[src/logic/dmeg_pkg.sv]
// Constants for the debug attach gating block.
// Assumes one 20 MHz system clock and an async active-high reset.
// Contract
// Attach only from boost or normal full-power, running/sleeping
// No attach in restricted supply, back-bias, transition; code attaches in boost at any supply
// Probe attaches at full power, then restricts
// Probe sets debugger enable after attaching
// Attached: boost and normal never swap
// Attached: back-bias moves emulated, normal power kept
// Probe sets debugger enable before back-bias
// Probe sets debugger enable before restricted supply
// Low power entry allowed while attached
// Probe sets debugger enable before low power
// Bus granted only running/sleeping, no transition
// Wake request bit wakes chip from low power
// Halt plus wake wakes without execution
// New unlock code applies after pin/software reset
// Probe loads new key just before reset
// After key overwrite, software reset ignored
// Halt bit halts; clears on write 0/halted
// Probe writes wake and halt bits alike
// Probe writes key words in ascending order
// Disallowed attach request ignored without effect
package dmeg_pkg;
  localparam logic [1:0] PCM_BOOST = 2'h0;
  localparam logic [1:0] PCM_NORMAL = 2'h1;
  localparam logic [1:0] PCM_BACK_BIAS = 2'h2;
  localparam logic [1:0] SUP_FULL = 2'h0;
  localparam logic [1:0] SUP_EXT_FLASH = 2'h1;
  localparam logic [1:0] SUP_MINIMUM = 2'h2;
  localparam logic [2:0] LP_OPERATING = 3'h0;
  localparam logic [2:0] LP_SLEEP = 3'h1;
  localparam logic [2:0] LP_SNOOZE = 3'h2;
  localparam logic [2:0] LP_SW_STANDBY = 3'h3;
  localparam logic [2:0] LP_DEEP_STANDBY = 3'h4;
  localparam int ADDR_W = 12;
  localparam logic [11:0] OFS_STATUS = 12'h400;
  localparam logic [11:0] OFS_CONTROL = 12'h410;
  localparam logic [11:0] OFS_KEY0 = 12'h420;
  localparam logic [11:0] OFS_DBG_ENABLE = 12'h430;
  localparam int CTRL_HALT_BIT = 0;
  localparam int CTRL_WAKE_BIT = 8;
  localparam int STAT_AUTH_BIT = 0;
  localparam int STAT_SLEEP_BIT = 1;
  localparam int STAT_STOPPED_BIT = 2;
  localparam int STAT_ATTACHED_BIT = 4;
  localparam int STAT_BUS_BIT = 5;
  localparam int STAT_BB_EMU_BIT = 6;
  localparam logic [127:0] CODE_RESET =
    128'hFFFF_FFFF_FFFF_FFFF_FFFF_FFFF_FFFF_FFFF;
  typedef enum logic [2:0] {
    ST_DETACHED = 3'h1,
    ST_ATTACHED = 3'h2,
    ST_WAKING = 3'h4
  } dmeg_state_type;
endpackage : dmeg_pkg

[src/logic/dmeg_sync.sv]
// Two-flop synchroniser for pins from outside the clock domain.
// Assumes the caller reads only the output.
`timescale 1ns/100ps
`default_nettype none
module dmeg_sync #(
  parameter int WIDTH = 1,
  parameter logic [WIDTH-1:0] INIT = '0
) (
  input wire logic clk,
  input wire logic reset,
  input wire logic [WIDTH-1:0] din,
  output logic [WIDTH-1:0] dout
);
  logic [WIDTH-1:0] meta;
  always_ff @(posedge clk or posedge reset) begin
    if (reset) begin
      meta <= INIT;
      dout <= INIT;
    end else begin
      meta <= din;
      dout <= meta;
    end
  end
endmodule : dmeg_sync
`default_nettype wire

[src/logic/dmeg_gate_check.sv]
// Decodes the power state into attach and bus permissions.
// Assumes power state inputs are on the system clock.
`timescale 1ns/100ps
`default_nettype none
module dmeg_gate_check
  import dmeg_pkg::*;
(
  input wire logic [1:0] pcm,
  input wire logic [1:0] supply,
  input wire logic [2:0] lp,
  input wire logic in_transition,
  output logic entry_ok,
  output logic bus_ok
);
  logic running;
  always_comb begin
    running = (lp == LP_OPERATING) || (lp == LP_SLEEP);
    // Back-bias excluded; restricted supply excluded only in normal mode, not in boost
    entry_ok = running && !in_transition && ((pcm == PCM_BOOST) ||
      (pcm == PCM_NORMAL && supply == SUP_FULL));
    bus_ok = running && !in_transition && (pcm == PCM_BOOST ||
      pcm == PCM_NORMAL || pcm == PCM_BACK_BIAS);
  end
endmodule : dmeg_gate_check
`default_nettype wire

[src/logic/dmeg_top.sv]
// Gates debug attach, power mode moves, bus access and wake.
// Assumes power state and CPU status on CLK; probe pins asynchronous.
//
// Chosen here: the address-and-strobe port and the register addresses.
`timescale 1ns/100ps
`default_nettype none
module dmeg_top
  import dmeg_pkg::*;
#(
  parameter int KEY_WORDS = 4
) (
  input wire logic CLK,
  input wire logic RESET,
  input wire logic [ADDR_W-1:0] ADDR,
  input wire logic [31:0] WDATA,
  input wire logic WR,
  input wire logic RD,
  output logic [31:0] RDATA,
  input wire logic LINK_CLK,
  input wire logic ATTACH_REQ,
  input wire logic RESET_PIN_N,
  input wire logic SW_RESET_REQ,
  input wire logic [1:0] POWER_CTRL_MODE,
  input wire logic [1:0] SUPPLY_MODE,
  input wire logic [2:0] LP_STATE,
  input wire logic MODE_TRANSITION,
  input wire logic PCM_REQ,
  input wire logic [1:0] PCM_TARGET,
  input wire logic LP_REQ,
  input wire logic CPU_HALTED,
  input wire logic CODE_WR,
  input wire logic [127:0] CODE_NEW,
  output logic ATTACHED,
  output logic BUS_GRANT,
  output logic PCM_ACCEPT,
  output logic PCM_REFUSE,
  output logic BB_EMULATED,
  output logic LP_GRANT,
  output logic WAKE_REQ,
  output logic HALT_REQ,
  output logic SYS_RESET,
  output logic DEBUGGER_ENABLE
);
  dmeg_state_type state;
  dmeg_state_type next_state;
  logic link_clk_s, link_req_s, reset_pin_s, link_clk_d;
  logic link_edge, entry_ok, bus_ok, low_power;
  logic wake_bit, halt_bit, key_overwritten, sys_rst_evt;
  logic [31:0] key [KEY_WORDS];
  logic [127:0] stored_unlock_code, pending_code;
  logic [127:0] key_flat;
  logic wr_ctrl, wr_dbg;
  logic [31:0] status_word;

  // Link clock is only sampled, never used as a clock
  dmeg_sync #(.WIDTH(2), .INIT(2'h0)) u_link_sync (
    .clk(CLK),
    .reset(RESET),
    .din({LINK_CLK, ATTACH_REQ}),
    .dout({link_clk_s, link_req_s})
  );
  dmeg_sync #(.WIDTH(1), .INIT(1'h1)) u_pin_sync (
    .clk(CLK),
    .reset(RESET),
    .din(RESET_PIN_N),
    .dout(reset_pin_s)
  );
  dmeg_gate_check u_check (
    .pcm(POWER_CTRL_MODE),
    .supply(SUPPLY_MODE),
    .lp(LP_STATE),
    .in_transition(MODE_TRANSITION),
    .entry_ok(entry_ok),
    .bus_ok(bus_ok)
  );

  always_ff @(posedge CLK or posedge RESET) begin
    if (RESET) begin
      link_clk_d <= 1'b0;
    end else begin
      link_clk_d <= link_clk_s;
    end
  end

  always_comb begin
    link_edge = link_clk_s && !link_clk_d;
    low_power = (LP_STATE == LP_SNOOZE) || (LP_STATE == LP_SW_STANDBY) ||
      (LP_STATE == LP_DEEP_STANDBY);
    wr_ctrl = WR && (ADDR == OFS_CONTROL);
    wr_dbg = WR && (ADDR == OFS_DBG_ENABLE);
    // Pin reset always counts; software reset only before key overwrite
    sys_rst_evt = !reset_pin_s || (SW_RESET_REQ && !key_overwritten);
    for (int i = 0; i < KEY_WORDS; i++) begin
      key_flat[32*i +: 32] = key[i];
    end
  end

  // Attach state machine
  always_comb begin
    next_state = state;
    case (state)
      ST_DETACHED: begin
        // Refused request leaves no trace
        if (link_edge && link_req_s && entry_ok) begin
          next_state = ST_ATTACHED;
        end
      end
      ST_ATTACHED: begin
        if (link_edge && !link_req_s) begin
          next_state = ST_DETACHED;
        end else if (wake_bit && low_power) begin
          next_state = ST_WAKING;
        end
      end
      ST_WAKING: begin
        if (link_edge && !link_req_s) begin
          next_state = ST_DETACHED;
        end else if (!low_power) begin
          next_state = ST_ATTACHED;
        end
      end
      default: begin
        next_state = ST_DETACHED;
      end
    endcase
  end

  always_ff @(posedge CLK or posedge RESET) begin
    if (RESET) begin
      state <= ST_DETACHED;
    end else begin
      state <= next_state;
    end
  end

  // Control bits; a halt write of 1 beats a same-cycle halted clear
  always_ff @(posedge CLK or posedge RESET) begin
    if (RESET) begin
      halt_bit <= 1'b0;
      wake_bit <= 1'b0;
      DEBUGGER_ENABLE <= 1'b0;
    end else begin
      if (wr_ctrl) begin
        halt_bit <= WDATA[CTRL_HALT_BIT];
        wake_bit <= WDATA[CTRL_WAKE_BIT];
      end else if (CPU_HALTED) begin
        halt_bit <= 1'b0;
      end
      if (wr_dbg) begin
        DEBUGGER_ENABLE <= WDATA[0];
      end
    end
  end

  // Key words; any write marks the key as overwritten until reset
  always_ff @(posedge CLK or posedge RESET) begin
    if (RESET) begin
      for (int i = 0; i < KEY_WORDS; i++) begin
        key[i] <= 32'hFFFF_FFFF;
      end
      key_overwritten <= 1'b0;
    end else begin
      for (int i = 0; i < KEY_WORDS; i++) begin
        if (WR && ADDR == OFS_KEY0 + 12'(4 * i)) begin
          key[i] <= WDATA;
        end
      end
      if (sys_rst_evt) begin
        key_overwritten <= 1'b0;
      end else if (WR && ADDR >= OFS_KEY0 &&
        ADDR < OFS_KEY0 + 12'(4 * KEY_WORDS)) begin
        key_overwritten <= 1'b1;
      end
    end
  end

  // New code waits in pending until a system reset takes it over
  always_ff @(posedge CLK or posedge RESET) begin
    if (RESET) begin
      pending_code <= CODE_RESET;
      stored_unlock_code <= CODE_RESET;
      SYS_RESET <= 1'b0;
    end else begin
      if (CODE_WR) begin
        pending_code <= CODE_NEW;
      end
      if (sys_rst_evt) begin
        stored_unlock_code <= pending_code;
      end
      SYS_RESET <= sys_rst_evt;
    end
  end

  // Power mode requests while attached
  always_ff @(posedge CLK or posedge RESET) begin
    if (RESET) begin
      PCM_ACCEPT <= 1'b0;
      PCM_REFUSE <= 1'b0;
      BB_EMULATED <= 1'b0;
      LP_GRANT <= 1'b0;
    end else begin
      PCM_ACCEPT <= 1'b0;
      PCM_REFUSE <= 1'b0;
      LP_GRANT <= LP_REQ;
      if (state == ST_DETACHED) begin
        BB_EMULATED <= 1'b0;
        PCM_ACCEPT <= PCM_REQ;
      end else if (PCM_REQ) begin
        if (PCM_TARGET == PCM_BACK_BIAS || POWER_CTRL_MODE == PCM_BACK_BIAS
          || BB_EMULATED) begin
          // Flag follows, real supply stays at normal
          BB_EMULATED <= (PCM_TARGET == PCM_BACK_BIAS);
        end else if (PCM_TARGET != POWER_CTRL_MODE) begin
          PCM_REFUSE <= 1'b1;
        end else begin
          PCM_ACCEPT <= 1'b1;
        end
      end
    end
  end

  // Status outputs
  always_ff @(posedge CLK or posedge RESET) begin
    if (RESET) begin
      ATTACHED <= 1'b0;
      BUS_GRANT <= 1'b0;
      WAKE_REQ <= 1'b0;
      HALT_REQ <= 1'b0;
    end else begin
      ATTACHED <= (next_state != ST_DETACHED);
      BUS_GRANT <= (state == ST_ATTACHED) && bus_ok;
      WAKE_REQ <= (state != ST_DETACHED) && wake_bit && low_power;
      HALT_REQ <= halt_bit;
    end
  end

  always_comb begin
    status_word = 32'h0000_0000;
    status_word[STAT_AUTH_BIT] = (key_flat == stored_unlock_code);
    status_word[STAT_SLEEP_BIT] = (LP_STATE == LP_SLEEP);
    status_word[STAT_STOPPED_BIT] = CPU_HALTED;
    status_word[STAT_ATTACHED_BIT] = (state != ST_DETACHED);
    status_word[STAT_BUS_BIT] = BUS_GRANT;
    status_word[STAT_BB_EMU_BIT] = BB_EMULATED;
  end

  always_ff @(posedge CLK or posedge RESET) begin
    if (RESET) begin
      RDATA <= 32'h0000_0000;
    end else begin
      RDATA <= 32'h0000_0000;
      if (RD) begin
        case (ADDR)
          OFS_STATUS: RDATA <= status_word;
          OFS_CONTROL: begin
            RDATA[CTRL_HALT_BIT] <= halt_bit;
            RDATA[CTRL_WAKE_BIT] <= wake_bit;
          end
          OFS_DBG_ENABLE: RDATA[0] <= DEBUGGER_ENABLE;
          default: begin
            for (int i = 0; i < KEY_WORDS; i++) begin
              if (ADDR == OFS_KEY0 + 12'(4 * i)) begin
                RDATA <= key[i];
              end
            end
          end
        endcase
      end
    end
  end
endmodule : dmeg_top
`default_nettype wire

[config.mk]
export PLATFORM = sky130hd
export DESIGN_NAME = dmeg_top
export DESIGN_NICKNAME = d
export VERILOG_FILES = /design/src/logic/dmeg_pkg.sv /design/src/logic/dmeg_sync.sv /design/src/logic/dmeg_gate_check.sv /design/src/logic/dmeg_top.sv
export SDC_FILE = /design/constraint.sdc
export NUM_CORES = 1
export LEC_CHECK = 0
export BUFFER_PORTS_ARGS = -buffer_cell sky130_fd_sc_hd__buf_4
export CELL_PAD_IN_SITES_DETAIL_PLACEMENT = 0
export CELL_PAD_IN_SITES_GLOBAL_PLACEMENT = 1
export CORE_AREA = 3 3 195 197
export CTS_CLUSTER_SIZE = 14
export DETAILED_ROUTE_END_ITERATION = 16
export DIE_AREA = 0 0 198 200
export GPL_ROUTABILITY_DRIVEN = 0
export HOLD_SLACK_MARGIN = 0.1
export PLACE_DENSITY = 0.95
export SETUP_SLACK_MARGIN = 0.05
export SLEW_MARGIN = 0
export SYNTH_ARGS = -nofsm -noshare
export SYNTH_HDL_FRONTEND = slang
export SYNTH_SLANG_ARGS = --single-unit
[constraint.sdc]
create_clock -name CLK -period 23.9 [get_ports CLK]
set_input_delay 2.39 -clock CLK [delete_from_list [all_inputs] [get_ports CLK]]
set_output_delay 2.39 -clock CLK [all_outputs]
set_load 0.01 [all_outputs]
# --- Word-level counts from Yosys, hierarchy flattened ---
# Index checks and enable logic that the tools add are counted.
op_classes:
  add_sub_neg: 0
  mul: 0
  div: 0
  magnitude_cmp: 2
  eq_ne: 21
  n_shift: 0
  muxes: 30
  n_bitwise: 0
  n_reduce_logical: 46
op_table:
  columns: ["op", "count"]
  rows:
  - ["$mux W32", 5]
  - ["$eq A128 B128 Y1", 1]
  - ["$eq A12 B11 Y1 const B", 7]
  - ["$mux W23", 1]
  - ["$logic_and A1 B1 Y1", 21]
  - ["$mux W1", 15]
  - ["$mux W3", 5]
  - ["$pmux W7 S2", 1]
  - ["$ge A12 B11 Y1 const B", 1]
  - ["$lt A12 B11 Y1 const B", 1]
  - ["$eq A3 B2 Y1 const B", 3]
  - ["$logic_or A1 B1 Y1", 9]
  - ["$pmux W3 S3", 1]
  - ["$reduce_bool A2 Y1", 4]
  - ["$eq A3 B1 Y1 const B", 2]
  - ["$eq A3 B3 Y1 const B", 2]
  - ["$ne A3 B1 Y1 const B", 2]
  - ["$logic_not A1 Y1", 5]
  - ["$eq A2 B2 Y1 const B", 2]
  - ["$logic_not A2 Y1", 2]
  - ["$reduce_or A2 Y1", 2]
  - ["$logic_not A3 Y1", 1]
  - ["$pmux W1 S3", 1]
  - ["$reduce_or A3 Y1", 1]
  - ["other kinds (4)", 4]
word_totals:
  ff_bits: 439
  latchBits: 0
  ramBits: 0
  romBits: 0
  inputBits: 194
  wordCells: 125
  memories: 0

# --- Longest topological paths before layout ---
# Gate-level depths: netlist of run 1.
depth:
  word_depth: 8
  depth_mapped: 8
  ltp_nobuf: 6

# --- By module ---
# Synthesis of run 1 repeated with hierarchy kept, for this count alone.
unflattened:
  cells_unflattened: 1214
  area_unflattened_um2: 18919.4
modules_own_cells:
  columns: ["mod", "n_inst", "cells_each", "area_per_inst_um2", "seq_area_each_um2"]
  rows:
  - ["dmeg_top", 1, 1202, 18725.5, 11317.1]
  - ["dmeg_sync (u_link_sync)", 1, 5, 103.8, 100.1]
  - ["dmeg_sync (u_pin_sync)", 1, 3, 56.3, 52.6]
  - ["dmeg_gate_check", 1, 4, 33.8, 0.0]

# --- Worst setup path before layout of run 1 ---
# No wires, ideal clock.
synth_timing:
  kind: "in2reg"
  startpoint: "input port ADDR[9]"
  endpoint: "register key[43] (netlist name)"
  t_arrival_ps: 4269
  setup_slack_ps: 19549
  stages: 8
  cell_sequence: "or4b_4 -> nor4_4 -> and3_1 -> buf_2 -> nand2_1 -> nor2_2 -> buf_4 -> mux2_2"
synth_via:
  elab_chain_len: 2
synth_lines:
  columns: ["item", "line_no", "text"]
  rows:
  - ["start, declared", "dmeg_top.sv:14", "input wire logic [ADDR_W-1:0] ADDR,"]
  - ["$eq A12 B11 Y1", "dmeg_top.sv:164", "if (WR && ADDR == OFS_KEY0 + 12'(4 * i)) begin"]
  - ["$logic_and A1 B1 Y1", "dmeg_top.sv:164", null]
  - ["end signal, assigned by index", "dmeg_top.sv:159", "key[i] <= 32'hFFFF_FFFF;"]
  - ["end signal, assigned by index", "dmeg_top.sv:165", "key[i] <= WDATA;"]
  - ["end, declared", "dmeg_top.sv:49", "logic [31:0] key [KEY_WORDS];"]
# Every way passes these cells.
# A chain may end at the register's enable or synchronous reset.

# --- Final worst setup path of run 1 ---
layout_timing:
  startpoint: "input port ADDR[9]"
  endpoint: "register key[56] (netlist name)"
# Same word-level chain as after synthesis.

==> results of run 1 <==
[kinds of logic after synthesis]
group | count (synthesis) | synth area share [%]
flops | 439 | 60.7
simple gates | 128 | 3.76
buf+inv | 63 | 1.51
mux | 418 | 25.5
xor+xnor | 130 | 6.02
compound gates | 58 | 2.53
[metrics by stage]
step                      util (%)  setup WS [ns]
final                         62.0          18.69
after global routing          62.0          18.61
after detailed placement      57.9          18.24
after floorplan                  -           9.92
after CTS                     62.0          18.78
after global placement        57.9          18.33
[report_power, final]
part / internal, W / switching, W
clock network: 0.000407 / 0.000285
logic: 0.0000822 / 0.0000680
registers: 0.000837 / 0.0000451
[state kept, by name, summed over array words and instances (netlist names), 2 cells and up]
signal / cells
key: 128
pending_code: 128
stored_unlock_code: 128
RDATA: 32
state: 3
u_link_sync.dout: 2
u_link_sync.meta: 2
[area by class of cell]
cell class | instances | area, um2 | area share, %
multi-input combinational | 734 | 7160 | 31.7
tap | 468 | 586 | 2.59
clock buffer | 68 | 1330 | 5.90
timing repair buffer | 247 | 1870 | 8.27
clock inverter | 15 | 140 | 0.621
sequential | 439 | 11500 | 50.8
inverter | 4 | 22.5 | 0.0997
[layer usage]
metal,part of all wire [%],track usage [%],vias to the layer above,wire [um]
met5,0.050,0,-,24
met4,3.3,7.81,4,1590
met3,7.6,5.61,106,3630
met2,48,39.8,419,22700
met1,41,31.9,5740,19600
li1,-,-,4944,-
[cells in the final DEF, fill, tap and decap left out, drive strengths merged, types with 6 or more instances in the layout]
cell type,netlist,layout
a222oi,30,30
clkinv,0,8
mux2,416,416
nor4,35,35
a21oi,7,7
nor2,41,41
clkbuf,40,68
dfstp,387,387
o21ai,8,8
buf,19,247
nand2,11,11
nand4,10,10
dfrtp,52,52
xor2,128,128
inv,4,6
[worst reg2reg max path, stage by stage (launching register included)]
cell,delay (ns)
dfstp_2,0.62
xor2_1,0.09
nor4_1,0.68
nand4b_1,0.33
nor4_1,0.26
a31oi_1,0.22
a211oi_1,0.27
[path summary, 6_finish.rpt]
kind                                                  to                     startpoint  slack [ns]
max                                  key[56]$_DFFE_PP1P_                        ADDR[9]       18.69
min                        u_link_sync.dout[0]$_DFF_PP0_  u_link_sync.meta[0]$_DFF_PP0_        0.35
max reg2reg                           RDATA[0]$_DFF_PP0_           key[120]$_DFFE_PP1P_       21.36
min reg2reg                u_link_sync.dout[0]$_DFF_PP0_  u_link_sync.meta[0]$_DFF_PP0_        0.35
max in group asynchronous    DEBUGGER_ENABLE$_DFFE_PP0P_                          RESET       20.47
min in group asynchronous             LP_GRANT$_DFF_PP0_                          RESET        1.87
==> flow_summary.ini, run 1 <==
[die]
die_y_um = 200
rows = 70
die-area_um2 = 39600
core-area_um2 = 36400
start_util_pct = 51.9
dieWidth_um = 198
num_io_pins = 236

[sta]
worstMarginPinSlew_ns = 1.28
slew_violations = 0
setup_viol = 0
tns_ns = 0
fin_crit_ns = 5.21
worst_hold_slack_ns = 0.347
fmax_mhz = 192
hold_violations = 0
rsz0062_at_grt = false
fin_crit_sh_pct = 21.8
finClkSkew_ns = 0.0168
relSlewSlack_pct = 14.1

[logic_synthesis]
synth_enable_flop_cells = 0
ys_seq_elements = 439
synth.most_common_cell = dfstp_2
ys.warnings.count = 0
async_flop_share_pct = 100
syn_nets = 1430
yosysSeqAreaShare_pct = 60.7
netlist_instances = 1236
syn_area_per_cell_um2 = 15.3
syn_area_um2 = 18900
synth-main-ff-cell = dfstp_2
ys_types = 46
ys_top_cells_by_count = dfstp_2, mux2_2, xor2_1
yosys.area.top_type = dfstp_2
synth_top_area_share_pct = 53.8
synth_area_leaders = dfstp_2, mux2_2, dfrtp_1

[finish]
final_area_um2 = 22600
finalNetCount = 1665
drive_gt1_share_pct = 74.6
layoutNonFillerInstCount = 1975
num-fill-cells = 2663
syn2layout_area_growth_pct = 19.5
antennaDiodeCount = 0

[outcome]
status = finished clean

[power_and_ir_drop]
p_leak_nw = 9.78
power_density_nw_per_um2 = 76.4
peakVddDrop_uv = 56.2
design_power_total_w = 0.00172

[route]
drtPass1Iterations = 6
drt_iter0_markers = 851
via_count = 11200
wirelength_um = 47600
drtAntennaViolNets = 0
vias_per_cell = 5.68
drc = 0
post_drt_wl_per_cell_um = 24.1

[clock_tree]
cts_setup_buffers = 0
cts_tree = yes
clkTransAtPathRegs_ns = 0.06
cts_resized = 0
cts_buffer_depth = 3
cts_buffers = 45
htreeDepth = 2
ctsHoldBuffers = 0
cts_root_buffer = clkbuf_16
cts_sinks = 439
clkLatencyLatePin_ns = 0.55

[critical_path]
crit_top_cell = buf_4
path_depth = 9
crit_path_cell_trace = buf_4 > or4b_4 > nor4_4 > and3_1 > buf_4 > nand2_1 > nor2_2 > buf_4 > mux2_2
critical_path_buf_inv_count = 3
cp_top_family = simple AND/OR/NAND/NOR gates
rr_worst_depth = 6
crit_slowest_cell = nor2_2
critPathMaxFanout = 33
slowest_delay_ns = 0.68
setup.worst_path.end_class = flip-flop
worst_ep_arrival_time_ns = 5.67
cp-start-kind = primary input
cp.required_ns = 24.36
criticalPathCategory = primary input to flip-flop

[global_route]
grt.total_usage_pct = 24.1
grt_pass1_wl_um = 72200
antenna_found_initial = 2
grt_overflow = 0
grt_max_degree = 189
grt_pass1_vias = 11900

[placed_design]
place_area_um2 = 21100
io_buffers = 235
dp.cells = 1892
dpl.hpwl_um = 34000

[worst_hold_path]
hp-class = flip-flop to flip-flop
hold_depth = 0

[flow_run]
max_cap_viol_count = 0
(Power assumes the default switching activity.)
==> run 2, diff against run 1 <==
CORE_AREA = 3 3 201 203   (was 3 3 195 197)
DIE_AREA = 0 0 204 206   (was 0 0 198 200)
PLACE_DENSITY = 0.92   (was 0.95)
clock period = 4.8 ns   (was 23.9 ns; I/O delays follow)
==> run 2 against run 1 <==
  * Clock skew down 0.0037 ns
  * Total power increased to 5.0 times the previous value
  * Setup slack worse by 17 ns
  * Non-clock buffer count increased by 9
  * Die area grew 6.1%
  * Global-route usage shrank 1.2 points
  * Clock-buffer cell count fell by 5
  * Core utilization fell by 3.1 points
  * Via count rose by 0.19%
==> flow_summary.ini, run 2 (synthesis results as in run 1) <==
[finish]
mostFrequentLayoutCell = dfstp_2
num-fill-cells = 3032
final_cell_mix = dfstp_2, mux2_2, buf_4, xor2_1, dfrtp_1
drive_gt1_share_pct = 74.5
syn2layout_area_growth_pct = 20.3
final_area_um2 = 22700
top_regs = key x128, pending_code x128, stored_unlock_code x128
finalNetCount = 1673
antennaDiodeCount = 0

[die]
core-area_um2 = 38600
die_y_um = 206
start_util_pct = 48.9
rows = 72
die-area_um2 = 42000
num_io_pins = 236
dieWidth_um = 204

[sta]
fin_crit_ns = 2.80
fmax_mhz = 357
final.setup.worst_slack_ns = 2.00
relSlewSlack_pct = 41.8
hold_violations = 0
worstMarginPinSlew_ns = 0.872
fin_crit_sh_pct = 58.3
worst_hold_slack_ns = 0.139
slew_violations = 0
tns_ns = 0
setup_viol = 0
finClkSkew_ns = 0.0131
rsz0062_at_grt = false

[clock_tree]
cts_buffers = 44
cts_sinks = 439
cts_buffer_depth = 3
cts_root_buffer = clkbuf_16
clkTransAtPathRegs_ns = 0.06
htreeDepth = 2
cts_tree = yes
cts_setup_buffers = 0
clkLatencyLatePin_ns = 0.57

[route]
drtAntennaViolNets = 0
via_count = 11200
vias_per_cell = 5.53
drt_iter0_markers = 793
drtPass1Iterations = 6
wirelength_um = 48600
post_drt_wl_per_cell_um = 23.9
drc = 0

[outcome]
status = finished clean

[placed_design]
dpl.hpwl_um = 34600
place_area_um2 = 21200
dp_slack_ns = 1.47
io_buffers = 235

[critical_path]
criticalPathCategory = primary input to flip-flop
critPathMaxFanout = 33
cp-start-kind = primary input
worst_ep_arrival_time_ns = 3.30
cp.required_ns = 5.30
setup.worst_path.end_class = flip-flop
rr_worst_depth = 6

[worst_hold_path]
hp-class = primary input to flip-flop
hold_depth = 2

[power_and_ir_drop]
power_density_nw_per_um2 = 377
p_leak_nw = 9.83
peakVddDrop_uv = 269

[global_route]
grt_pass1_wl_um = 72400
grt_pass1_vias = 11800
grt.total_usage_pct = 22.9
grt_overflow = 0
grt_max_degree = 166
antenna_found_initial = 4

[flow_run]
max_cap_viol_count = 0
## run 2: cell types whose count changed in the layout (fill, tap and decap cells not counted)
| cell | before | now |
|---|---|---|
| clkinv_4 | 0 | 2 |
| clkinvlp_4 | 3 | 2 |
| dlygate4sd3_1 | 0 | 5 |
| inv_8 | 1 | 0 |
| buf_12 | 1 | 5 |
| clkbuf_8 | 12 | 10 |
| clkbuf_1 | 11 | 8 |
| clkinv_2 | 8 | 9 |
## run 2: final cells by class
| type | count | area [um2] | area share, % |
|---|---|---|---|
| Clock buffer | 63 | 1290 | 5.69 |
| Clock inverter | 16 | 148 | 0.649 |
| Inverter | 4 | 18.8 | 0.0825 |
| Multi-Input combinational cell | 734 | 7160 | 31.5 |
| Sequential cell | 439 | 11500 | 50.4 |
| Tap cell | 518 | 648 | 2.85 |
| Timing Repair Buffer | 256 | 2000 | 8.78 |
## run 2: critical path, cell delays in order
cell and delay (ns):
buf_4 0.11, or4b_4 0.56, nor4_4 0.35, and3_1 0.22, buf_4 0.41, nand3_2 0.40
buf_4 0.40, mux2_1 0.35
## run 2: metal layers
metal	wire, um	global-route usage [%]	part of all wire (%)
met5	61	0	0.13
met2	23300	37.5	48
met4	1310	6.68	2.7
met3	3610	6.10	7.4
met1	20300	30.2	42
## run 2: path summary, 6_finish.rpt
check / from / to / slack [ns]
min reg2reg: u_link_sync.meta[0]$_DFF_PP0_ / u_link_sync.dout[0]$_DFF_PP0_ / 0.35
min: CODE_NEW[67] / pending_code[67]$_DFFE_PP1P_ / 0.14
max in group asynchronous: RESET / RDATA[12]$_DFF_PP0_ / 2.90
max: ADDR[9] / key[6]$_DFFE_PP1P_ / 2.00
max reg2reg: key[120]$_DFFE_PP1P_ / RDATA[0]$_DFF_PP0_ / 2.34
min in group asynchronous: RESET / SYS_RESET$_DFF_PP0_ / 0.61
## run 2: what timing repair did
item / in CTS / in global routing
endpoints found under the hold margin: 5 / 0
gates resized for setup: 0 / 0
hold buffers: 5 / 0
## run 2: through the flow
step                      utilization (%)  cells  total power (W)
after floorplan                         -   1236          0.00481
after global placement               55.0   1946          0.00517
after detailed placement             55.0   1946          0.00520
after CTS                            58.8   2030          0.00866
after global routing                 58.8   2030          0.00889
final                                58.8   2030          0.00858
## run 2: report_power, final
| group | total (W) | internal [W] | switching (W) |
|---|---|---|---|
| registers | 0.00439 | 0.00417 | 0.000226 |
| logic | 0.000760 | 0.000416 | 0.000344 |
| clock network | 0.00343 | 0.00199 | 0.00144 |
==> run 3, diff against run 2 <==
CORE_AREA = 3 3 212 214   (was 3 3 201 203)
DIE_AREA = 0 0 215 217   (was 0 0 204 206)
PLACE_DENSITY = 0.87   (was 0.92)
clock period = 2.4 ns   (was 4.8 ns; I/O delays follow)
==> run 3 against run 2 <==
  * Largest cell class unchanged
  * Core utilization fell by 0.36 points
  * Global-route usage fell by 0.48 points
  * Cell count rose by 14%
  * Non-clock buffer count rose by 213
  * Routed wire length rose by 8.5%
==> flow_summary.ini, run 3 (synthesis results as in run 1) <==
[outcome]
status = finished clean

[route]
drc = 0
drtPass1Iterations = 8
drt_iter0_markers = 981
post_drt_wl_per_cell_um = 22.8
wirelength_um = 52700
vias_per_cell = 5.23
drtAntennaViolNets = 0
via_count = 12100

[sta]
tns_ns = 0
relSlewSlack_pct = 53.8
final.setup.worst_slack_ns = 0.125
fin_crit_sh_pct = 94.8
worst_hold_slack_ns = 0.151
fmax_mhz = 440
finClkSkew_ns = 0.0162
rsz0062_at_grt = true
setup_viol = 0
fin_crit_ns = 2.28
slew_violations = 0
hold_violations = 0
worstMarginPinSlew_ns = 0.690

[power_and_ir_drop]
clkPwrFrac_pct = 40.3
p_switching_w = 0.00417
peakVddDrop_uv = 593
p_leak_nw = 10.9
design_power_total_w = 0.0178
swShare_pct = 23.4
seqPwrFrac_pct = 49.4
power_density_nw_per_um2 = 707
intPower_w = 0.0136
p_comb_share_pct = 10.4

[die]
dieWidth_um = 215
rows = 76
die_y_um = 217
core-area_um2 = 43100
die-area_um2 = 46700
num_io_pins = 236
start_util_pct = 43.9

[critical_path]
crit_path_cell_trace = xor2_1 > nor4_1 > nand4_1 > nor4_4 > a31oi_1 > a211oi_1
crit_slowest_cell = dfstp_2
slowest_delay_ns = 0.58
timing.rr.start = key[29]$_DFFE_PP1P_
setup.worst_path.end_class = flip-flop
cp.required_ns = 2.86
cp-start-kind = flip-flop
criticalPathCategory = flip-flop to flip-flop
worst_ep_arrival_time_ns = 2.74
critPathLaunch = key[29]$_DFFE_PP1P_
critPathMaxFanout = 3

[placed_design]
dp_slack_ns = -0.0615
dpl.hpwl_um = 37300
io_buffers = 235

[clock_tree]
cts_buffer_depth = 3
cts_tree = yes
htreeDepth = 2
clkTransAtPathRegs_ns = 0.06
cts_root_buffer = clkbuf_16
cts_sinks = 439
cts_buffers = 45
clkLatencyLatePin_ns = 0.58

[finish]
final_cell_mix = dfstp_2, mux2_2, buf_4, dlygate4sd3_1, xor2_1
top_regs = key x128, pending_code x128, stored_unlock_code x128
finalNetCount = 1887
mostFrequentLayoutCell = dfstp_2
finalCoreUtilization_pct = 58.5
seq_area_um2 = 11500
multi_input_comb_area_um2 = 7200
drive_gt1_share_pct = 67.4
num-fill-cells = 3288
syn2layout_area_growth_pct = 33.3

[global_route]
grt_pass1_vias = 13100
grt.total_usage_pct = 22.4
grt_max_degree = 86
grt_overflow = 0
grt_pass1_wl_um = 79900
antenna_found_initial = 3

[worst_hold_path]
min_from = PCM_TARGET[1]
hp-class = primary input to flip-flop

[flow_run]
max_cap_viol_count = 0
## run 3: changes by cell type in the layout (fill, tap and decap cells not counted), moves of 2 or more
cell	delta
clkinv_4	-2
buf_12	+16
clkbuf_1	+3
dlygate4sd3_1	+181
nor4_2	+2
clkbuf_16	+2
buf_4	+16
nor4_1	-3
## run 3: worst paths after layout
path / endpoint / slack [ns] / cells after the start
max: RDATA[0]$_DFF_PP0_ / 0.12 / 6
min: BB_EMULATED$_DFFE_PP0P_ / 0.15 / 4
max reg2reg: RDATA[0]$_DFF_PP0_ / 0.12 / 6
min reg2reg: u_link_sync.dout[1]$_DFF_PP0_ / 0.35 / 0
max in group asynchronous: pending_code[74]$_DFFE_PP1P_ / 1.25 / 5
min in group asynchronous: RDATA[9]$_DFF_PP0_ / 0.28 / 3
## run 3: routing by layer
metal,track usage (%),routed length (um)
met4,6.23,1310
met3,6.48,4050
met1,29.0,21800
met5,0,21
met2,37.1,25600
## run 3: worst max-delay path, delay by kind of cell, from the launching register on
family           cells  cell delay (ns)
flip-flops           1             0.58
AO/OA/AOI/OAI        2             0.41
XOR/XNOR             1             0.09
AND/OR/NAND/NOR      3             1.10
## run 3: layout make-up
class	count	area share, %
inverter	4	0.0745
clock buffer	68	5.38
multi-input combinational	734	28.6
antenna	1	0.00993
tap	585	2.91
clock inverter	16	0.651
sequential	439	45.5
timing repair buffer	469	16.9
## run 3: what timing repair did
action	in CTS	in global routing
resized for setup	1	5
hold buffers	186	0
setup endpoints to repair	1	6
hold endpoints to repair	310	0
setup buffers	0	0
## run 3: power by group through the flow
stage               sequential (W)  clock [W]  combinational (W)
finish                     0.00879    0.00717            0.00185
detailed placement         0.00890          0            0.00159
CTS                        0.00880    0.00730            0.00186
global route               0.00884    0.00761            0.00200
global placement           0.00888          0            0.00154
floorplan                  0.00865          0           0.000970
## run 3: through the flow
step	std cells	cell area [um2]
2_1_floorplan	1236	18900
3_3_place_gp	2045	21800
3_5_place_dp	2045	21800
4_1_cts	2315	25200
5_1_grt	2315	25200
6_report	2316	25200
